[config.mk]
export PLATFORM = sky130hd
export DESIGN_NAME = axis_homing_supervisor
export DESIGN_NICKNAME = d
export VERILOG_FILES = /design/src/hw/homing_pkg.sv /design/src/hw/axis_homing_supervisor.sv
export SDC_FILE = /design/constraint.sdc
export NUM_CORES = 1
export LEC_CHECK = 0
export BUFFER_PORTS_ARGS = -buffer_cell sky130_fd_sc_hd__buf_4
export CAP_MARGIN = 20
export CORE_ASPECT_RATIO = 1.25
export CORE_MARGIN = 2
export CORE_UTILIZATION = 65
export CTS_BUF_LIST = sky130_fd_sc_hd__clkbuf_4 sky130_fd_sc_hd__clkbuf_8
export DETAILED_ROUTE_END_ITERATION = 7
export HOLD_SLACK_MARGIN = 0.03
export PLACE_DENSITY = 0.95
export SETUP_SLACK_MARGIN = 0.5
export SLEW_MARGIN = 30
export SYNTH_ARGS = -nofsm -noshare
export SYNTH_HDL_FRONTEND = slang
export SYNTH_SLANG_ARGS = --single-unit
[constraint.sdc]
create_clock -name CLK -period 3.3 [get_ports CLK]
set_input_delay 0.165 -clock CLK [delete_from_list [all_inputs] [get_ports CLK]]
set_output_delay 0.165 -clock CLK [all_outputs]
set_load 0.05 [all_outputs]
[src/hw/homing_pkg.sv]
// shared constants and carrier types for the axis homing supervisor
package homing_pkg;
   // ------------------------------------------------------------
   // axes and timing
   // ------------------------------------------------------------
   localparam int NUM_AXES = 4;
   localparam int CLK_HZ = 100_000_000; // system clock rate
   localparam int SECOND_NS = 1_000_000_000; // one second in ns
   localparam int CLK_PERIOD_NS = 10;
   localparam int SEC_CYCLES = SECOND_NS / CLK_PERIOD_NS; // cycles per second tick
   localparam logic [9:0] TMO_MIN_S = 10'h001; // least time limit, s
   localparam logic [9:0] TMO_MAX_OLD_S = 10'h078; // 120 s upper bound
   localparam logic [9:0] TMO_MAX_S = 10'h258; // 600 s extended bound
   localparam logic [9:0] TMO_RST_XY_S = 10'h03c; // 60 s for axes 0 and 1
   localparam logic [9:0] TMO_RST_ZA_S = 10'h028; // 40 s for axes 2 and 3
   // ------------------------------------------------------------
   // offset, in micrometres of the selected unit
   // ------------------------------------------------------------
   localparam logic signed [17:0] OFS_MIN_UM = -18'sd100; // -0.1 mm
   localparam logic signed [17:0] OFS_MAX_UM = 18'sd100000; // 100 mm
   localparam logic signed [17:0] OFS_RST_UM = 18'sd0;
   localparam logic signed [17:0] GAP_UM = 18'sd100; // 0.1 mm safety gap
   // ------------------------------------------------------------
   // carriers
   // ------------------------------------------------------------
   typedef struct packed {
      logic [1:0] axis; // target axis
      logic gate_we; // write gate setting
      logic gate_val;
      logic tmo_we; // write time limit
      logic [9:0] tmo_val;
      logic ofs_we; // write offset
      logic signed [17:0] ofs_val;
   } cfg_cmd_t;
   typedef struct packed {
      logic start_home; // start homing run
      logic start_range; // start range-measure run
      logic done; // run finished normally
      logic switch_released; // lower end switch left
      logic offset_reached; // offset move finished
   } run_evt_t;
   typedef enum logic [2:0] {IDLE, LEAVE, OFFSET, REFSRCH, RANGE} run_st_t;
endpackage

[src/hw/axis_homing_supervisor.sv]
// axis homing supervisor: motion gate, time limit, homing offset
`timescale 1ns/1ps
module axis_homing_supervisor #(
   parameter int unsigned SEC_TICKS = homing_pkg::SEC_CYCLES
) (
   // clock and reset
   input wire logic CLK,
   input wire logic RESET,
   // configuration writes
   input wire homing_pkg::cfg_cmd_t CFG,
   input wire logic [1:0] QUERY_AXIS, // axis shown on readouts
   // per-axis mode inputs
   input wire logic [3:0] FORCE_REQUIRED, // internal homing-required causes
   input wire logic [3:0] REF_SEARCH_EN, // reference mark homing enabled
   input wire logic [3:0] MOVE_REQ, // motion requested per axis
   input wire homing_pkg::run_evt_t EVT [4],
   // outputs
   output logic [3:0] MOVE_EN,
   output logic [3:0] HOMED,
   output logic [3:0] REQUIRED_STS,
   output logic [3:0] TIMEOUT_FLAG,
   output logic [3:0] RUN_ACTIVE,
   output logic [3:0] SET_ORIGIN, // pulse: set origin and lower limit
   output logic [3:0] REF_SEARCH, // level: reference search phase
   output logic signed [18:0] OFS_TRAVEL, // offset + gap for QUERY_AXIS
   output logic [9:0] TMO_LIMIT, // limit of QUERY_AXIS
   output logic [9:0] TMO_LEFT, // remaining seconds of QUERY_AXIS
   output logic CFG_REJECT // pulse: value out of range
);
   import homing_pkg::*;

   // ------------------------------------------------------------
   // state
   // ------------------------------------------------------------
   logic [3:0] gate_q, gate_d; // user gate settings
   logic [3:0] homed_q, homed_d;
   logic [3:0] tmo_q, tmo_d; // timeout flags
   logic [3:0] set_q, set_d;
   logic [9:0] lim_q [4], lim_d [4];
   logic [9:0] left_q [4], left_d [4];
   logic signed [17:0] ofs_q [4], ofs_d [4];
   run_st_t st_q [4], st_d [4];
   logic [31:0] tick_cnt_q, tick_cnt_d; // second divider
   logic tick_q, tick_d;
   logic rej_d, rej_q;
   logic [3:0] req_eff; // effective homing-required

   // ------------------------------------------------------------
   // one-second enable pulse
   // ------------------------------------------------------------
   always_comb begin
      tick_d = 1'b0;
      tick_cnt_d = tick_cnt_q + 32'h1;
      if (tick_cnt_q >= SEC_TICKS - 1) begin
         tick_cnt_d = '0;
         tick_d = 1'b1;
      end
   end

   // internal causes win over the user gate
   assign req_eff = gate_q | FORCE_REQUIRED;

   // ------------------------------------------------------------
   // config and run sequencing
   // ------------------------------------------------------------
   always_comb begin
      gate_d = gate_q;
      homed_d = homed_q;
      tmo_d = tmo_q;
      set_d = '0;
      rej_d = 1'b0;
      for (int i = 0; i < NUM_AXES; i++) begin
         lim_d[i] = lim_q[i];
         left_d[i] = left_q[i];
         ofs_d[i] = ofs_q[i];
         st_d[i] = st_q[i];
      end
      // configuration write to one axis
      if (CFG.gate_we) begin
         gate_d[CFG.axis] = CFG.gate_val;
      end
      if (CFG.tmo_we) begin
         if (CFG.tmo_val >= TMO_MIN_S && CFG.tmo_val <= TMO_MAX_S) begin
            lim_d[CFG.axis] = CFG.tmo_val;
         end else begin
            rej_d = 1'b1;
         end
      end
      if (CFG.ofs_we) begin
         if (CFG.ofs_val >= OFS_MIN_UM && CFG.ofs_val <= OFS_MAX_UM) begin
            ofs_d[CFG.axis] = CFG.ofs_val;
         end else begin
            rej_d = 1'b1;
         end
      end
      for (int i = 0; i < NUM_AXES; i++) begin
         case (st_q[i])
            IDLE: begin
               // a new run loads this axis's own limit
               if (EVT[i].start_home || EVT[i].start_range) begin
                  left_d[i] = lim_q[i];
                  tmo_d[i] = 1'b0;
                  st_d[i] = EVT[i].start_home ? LEAVE : RANGE;
               end
            end
            LEAVE: begin
               if (EVT[i].switch_released) begin
                  st_d[i] = OFFSET;
               end
            end
            OFFSET: begin
               // offset travelled first, then origin or reference search
               if (EVT[i].offset_reached) begin
                  if (REF_SEARCH_EN[i]) begin
                     st_d[i] = REFSRCH;
                  end else begin
                     set_d[i] = 1'b1;
                     homed_d[i] = 1'b1;
                     st_d[i] = IDLE;
                  end
               end
            end
            REFSRCH: begin
               if (EVT[i].done) begin
                  set_d[i] = 1'b1;
                  homed_d[i] = 1'b1;
                  st_d[i] = IDLE;
               end
            end
            RANGE: begin
               if (EVT[i].done) begin
                  st_d[i] = IDLE;
               end
            end
            default: st_d[i] = IDLE;
         endcase
         // countdown, stop and flag on expiry; left value stays after end
         if (st_q[i] != IDLE && tick_q) begin
            if (left_q[i] <= 10'h001) begin
               left_d[i] = '0;
               tmo_d[i] = 1'b1;
               st_d[i] = IDLE;
               set_d[i] = 1'b0;
               homed_d[i] = homed_q[i];
            end else begin
               left_d[i] = left_q[i] - 10'h001;
            end
         end
      end
   end

   // ------------------------------------------------------------
   // registers
   // ------------------------------------------------------------
   always_ff @(posedge CLK) begin
      if (RESET) begin
         gate_q <= '0;
         homed_q <= '0;
         tmo_q <= '0;
         set_q <= '0;
         rej_q <= 1'b0;
         tick_cnt_q <= '0;
         tick_q <= 1'b0;
         for (int i = 0; i < NUM_AXES; i++) begin
            lim_q[i] <= (i < 2) ? TMO_RST_XY_S : TMO_RST_ZA_S;
            left_q[i] <= '0;
            ofs_q[i] <= OFS_RST_UM;
            st_q[i] <= IDLE;
         end
      end else begin
         gate_q <= gate_d;
         homed_q <= homed_d;
         tmo_q <= tmo_d;
         set_q <= set_d;
         rej_q <= rej_d;
         tick_cnt_q <= tick_cnt_d;
         tick_q <= tick_d;
         for (int i = 0; i < NUM_AXES; i++) begin
            lim_q[i] <= lim_d[i];
            left_q[i] <= left_d[i];
            ofs_q[i] <= ofs_d[i];
            st_q[i] <= st_d[i];
         end
      end
   end

   // ------------------------------------------------------------
   // registered outputs
   // ------------------------------------------------------------
   always_ff @(posedge CLK) begin
      if (RESET) begin
         MOVE_EN <= '0;
         HOMED <= '0;
         REQUIRED_STS <= '0;
         TIMEOUT_FLAG <= '0;
         RUN_ACTIVE <= '0;
         SET_ORIGIN <= '0;
         REF_SEARCH <= '0;
         OFS_TRAVEL <= '0;
         TMO_LIMIT <= '0;
         TMO_LEFT <= '0;
         CFG_REJECT <= 1'b0;
      end else begin
         for (int i = 0; i < NUM_AXES; i++) begin
            // active runs (homing or range-measure) always move; motion outside a run is gated
            MOVE_EN[i] <= MOVE_REQ[i] && (st_q[i] != IDLE || !req_eff[i] ||
                          homed_q[i]);
            RUN_ACTIVE[i] <= st_q[i] != IDLE;
            REF_SEARCH[i] <= st_q[i] == REFSRCH;
         end
         HOMED <= homed_q;
         REQUIRED_STS <= req_eff;
         TIMEOUT_FLAG <= tmo_q;
         SET_ORIGIN <= set_q;
         // a negative offset eats into the gap
         OFS_TRAVEL <= 19'(ofs_q[QUERY_AXIS]) + 19'(GAP_UM);
         TMO_LIMIT <= lim_q[QUERY_AXIS];
         TMO_LEFT <= left_q[QUERY_AXIS];
         CFG_REJECT <= rej_q;
      end
   end
endmodule

==> run_results.csv <==
group,metric,value,unit
worst_setup_path,crit_required,3.73,ns
power,seq_power_share,0.453,
global_routing,grt_pass1_vias,11600,
route,avgRoutedWirePerCell,21.2,um
worst_setup_path,startpoint_type,"flop",
timing,rsz0062_at_grt,"no",
timing,max_clock_freq,408,MHz
synthesis,synth_edf_count,0,
global_routing,track_usage,0.374,
power,p_per_area,553,nW/um2
clock_tree,cts_num_sinks,282,
worst_setup_path,worstReg2RegStart,"left_q[0][6]",
worst_setup_path,critPathMaxFanout,10,
timing,period_share,0.743,
route,first_iter_violations,1232,
route,vias,11500,
layout,multi_input_comb_area,6230,um2
clock_tree,h-tree-depth,2,
timing,tightest_slew,0.885,ns
worst_setup_path,r2r_cells,6,
timing,fin_tns_setup,0,ns
floorplanning,initial_core_util,0.656,
clock_tree,insertion_delay,0.58,ns
synthesis,yosysWarningCount,0,
route,avgViaCountPerCell,6.48,
worst_setup_path,r2r_slack,0.85,ns
layout,fin_nets,1593,
timing,setup_violations,0,
synthesis,syn_area_per_cell,9.36,um2
place,hpwlAfterDp,22100,um
global_routing,antenna_found_initial,1,
place,placedCellCount,1638,
power,clkPwrFrac,0.372,
route,final_antenna_net_count,0,
timing,max_slew_margin,0.404,
clock_tree,cts.repair.resized,0,
clock_tree,cts_tree,"done",
clock_tree,numCtsBuffers,42,
route,dr.pass1.iters,8,
clock_tree,clockBufferDepth,3,
power,max-vdd-ir-drop,0.000486,V
global_routing,grt_max_degree,56,
outcome,outcome,"finished, final reports clean",
worst_setup_path,setup.worst_path.end_class,"flop",
synthesis,ys_types,64,
synthesis,yosysSeqAreaShare,0.462,
floorplanning,die_width,127,um
synthesis,synthFlopType,"dfxtp_1",
layout,drive_gt1_frac,0.178,
power,p_int,0.00583,W
worst_hold_path,min_from,"EVT[11]",
global_routing,grt_pass1_wl,59300,um
layout,final_cells,1776,
timing,min_period,2.45,ns
layout,syn_to_final_growth,22.6,%
power,switching_share,0.298,
place,port_buffers,137,
synthesis,async_reset_ff_frac,0,
timing,hold_viol,0,
clock_tree,cts_root_buf,"clkbuf_8",
worst_setup_path,path_class,"reg2reg",
layout,nFillCells,1074,
power,power.leakage,6.43,nW
floorplanning,ios,138,
worst_hold_path,whs_endpoint,"st_q[1][0]",
layout,layout_commonest_cell,"dfxtp_1",
power,pwr-share-comb,0.174,
place,gp_congestion,1.01,
worst_hold_path,worstHoldPathType,"in2reg",
run,max-cap-violations,0,
timing,skew,0.0416,ns
global_routing,gr-total-overflow,0,
synthesis,syn_inst,1307,
timing,slew_violations,0,
synthesis,synth-seq-cells,282,
worst_setup_path,timing.rr.end,"left_q[0][2]",
layout,final_cell_mix,"282 x dfxtp_1, 229 x nor2_1, 156 x buf_4, 107 x nand2_1, 95 x mux2i_1",
worst_setup_path,cp.arrival,2.88,ns
route,routed_wl,37700,um
power,power_switching,0.00247,W
route,drc,0,
floorplanning,die_y,157,um
layout,seq_area,5650,um2
clock_tree,clk_pin_slew,0.07,ns
worst_hold_path,holdPathStages,5,
synthesis,netlist_area,12200,um2
floorplanning,coreArea,18600,um2
floorplanning,dieArea,19900,um2
floorplanning,rows,56,
sequential cells by signal, summed over array words and instances (netlist names), 10 cells and up:
name / flops
ofs_q: 72
left_q: 40
lim_q: 40
tick_cnt_q: 32
OFS_TRAVEL: 19
st_q: 12
TMO_LEFT: 10
TMO_LIMIT: 10
area by class of cell:
cell class                      count  share of cell area
Multi-Input combinational cell    944               0.416
Sequential cell                   282               0.377
Timing Repair Buffer              220               0.121
Clock buffer                       69              0.0592
Tap cell                          232              0.0194
Inverter                           23             0.00576
Clock inverter                      5             0.00225
Antenna cell                        1            0.000167
per-stage QoR:
stage / cell area (um2) / hold WS [ns] / utilization / setup slack (ns) / power, W
finish: 15000 / 0.0347 / 0.804 / 0.850 / 0.00829
CTS: 15000 / 0.0310 / 0.804 / 0.902 / 0.00818
detailed placement: 13400 / 0.390 / 0.721 / 0.792 / 0.00512
global route: 15000 / 0.0481 / 0.804 / 0.718 / 0.00857
global placement: 13400 / 0.381 / 0.721 / 0.610 / 0.00508
floorplan: 12200 / 0.290 / - / 1.27 / 0.00468
worst max path at each step:
stage	from	end	slack, ns
after floorplan	left_q[2][4]	left_q[2][6]	1.27
after CTS	left_q[3][6]	left_q[3][3]	0.90
after detailed placement	QUERY_AXIS[0]	OFS_TRAVEL[15]	0.79
after global routing	left_q[3][1]	left_q[3][3]	0.72
after global placement	left_q[3][6]	left_q[3][3]	0.61
final	left_q[0][6]	left_q[0][2]	0.85
layer usage:
metal / vias to the layer above / share of wire / GRT usage
li1: 5067 / - / -
met1: 5384 / 0.33 / 0.396
met2: 824 / 0.50 / 0.665
met3: 240 / 0.093 / 0.0809
met4: 0 / 0.072 / 0.255
met5: - / 0 / 0
what timing repair did:
action,CTS,global route
endpoints found under the hold margin,161,0
setup buffers,0,0
hold buffers,63,0
kinds of logic after synthesis:
logic type	after synthesis	share of synthesized area
buf+inv	85	0.0302
simple gates	546	0.210
fa+ha+maj	10	0.0102
other cells	1	0.000307
flops	282	0.462
xor+xnor	34	0.0244
mux	135	0.155
compound gates	214	0.108
synthesized netlist by cell type (2+ instances only):
cell type	count	area, um2
mux4_1	13	342
or2_2	8	50.1
dfxtp_1	282	5650
buf_4	2	15.0
xnor2_1	8	70.1
or3_1	9	56.3
o22ai_1	2	12.5
nand3b_1	3	22.5
nand3_1	17	85.1
a311oi_1	8	70.1
o31a_1	2	17.5
or4_1	6	45.0
a32oi_1	3	26.3
inv_1	23	86.3
a221oi_1	3	26.3
mux4_2	27	608
nor2b_1	39	244
a21o_1	3	22.5
nor3_1	45	225
clkbuf_1	38	143
nor3b_1	11	82.6
a222oi_1	4	40.0
nand2_1	107	402
a22o_1	2	17.5
buf_2	15	75.1
o211ai_1	6	45.0
ha_1	10	125
a31oi_1	13	81.3
mux2i_1	95	951
nand2b_1	8	50.1
nor4_1	15	93.8
and2_1	8	50.1
o21ai_0	62	310
and3_1	15	93.8
nand4_1	17	106
and4_1	2	17.5
o22a_1	3	26.3
xor2_1	26	228
a21oi_1	71	355
o21a_1	3	22.5
o2111ai_1	2	17.5
buf_1	5	18.8
nor2_1	229	860
a22oi_1	8	60.1
a211oi_1	10	75.1
power by group through the flow:
stage / logic (W) / registers (W) / clock network (W)
final: 0.00145 / 0.00376 / 0.00309
after global routing: 0.00154 / 0.00377 / 0.00325
after CTS: 0.00138 / 0.00374 / 0.00305
after detailed placement: 0.00130 / 0.00382 / 0
after global placement: 0.00128 / 0.00381 / 0
after floorplan: 0.000819 / 0.00386 / 0
worst max-delay path, cell delays in order (launching register included):
cell	delay, ns
dfxtp_1	0.40
or4_1	0.65
o31ai_2	0.69
nor3b_1	0.15
a21oi_1	0.18
o21ai_0	0.10
nor2b_1	0.15
Note: power is estimated with default switching activity, not from simulation.
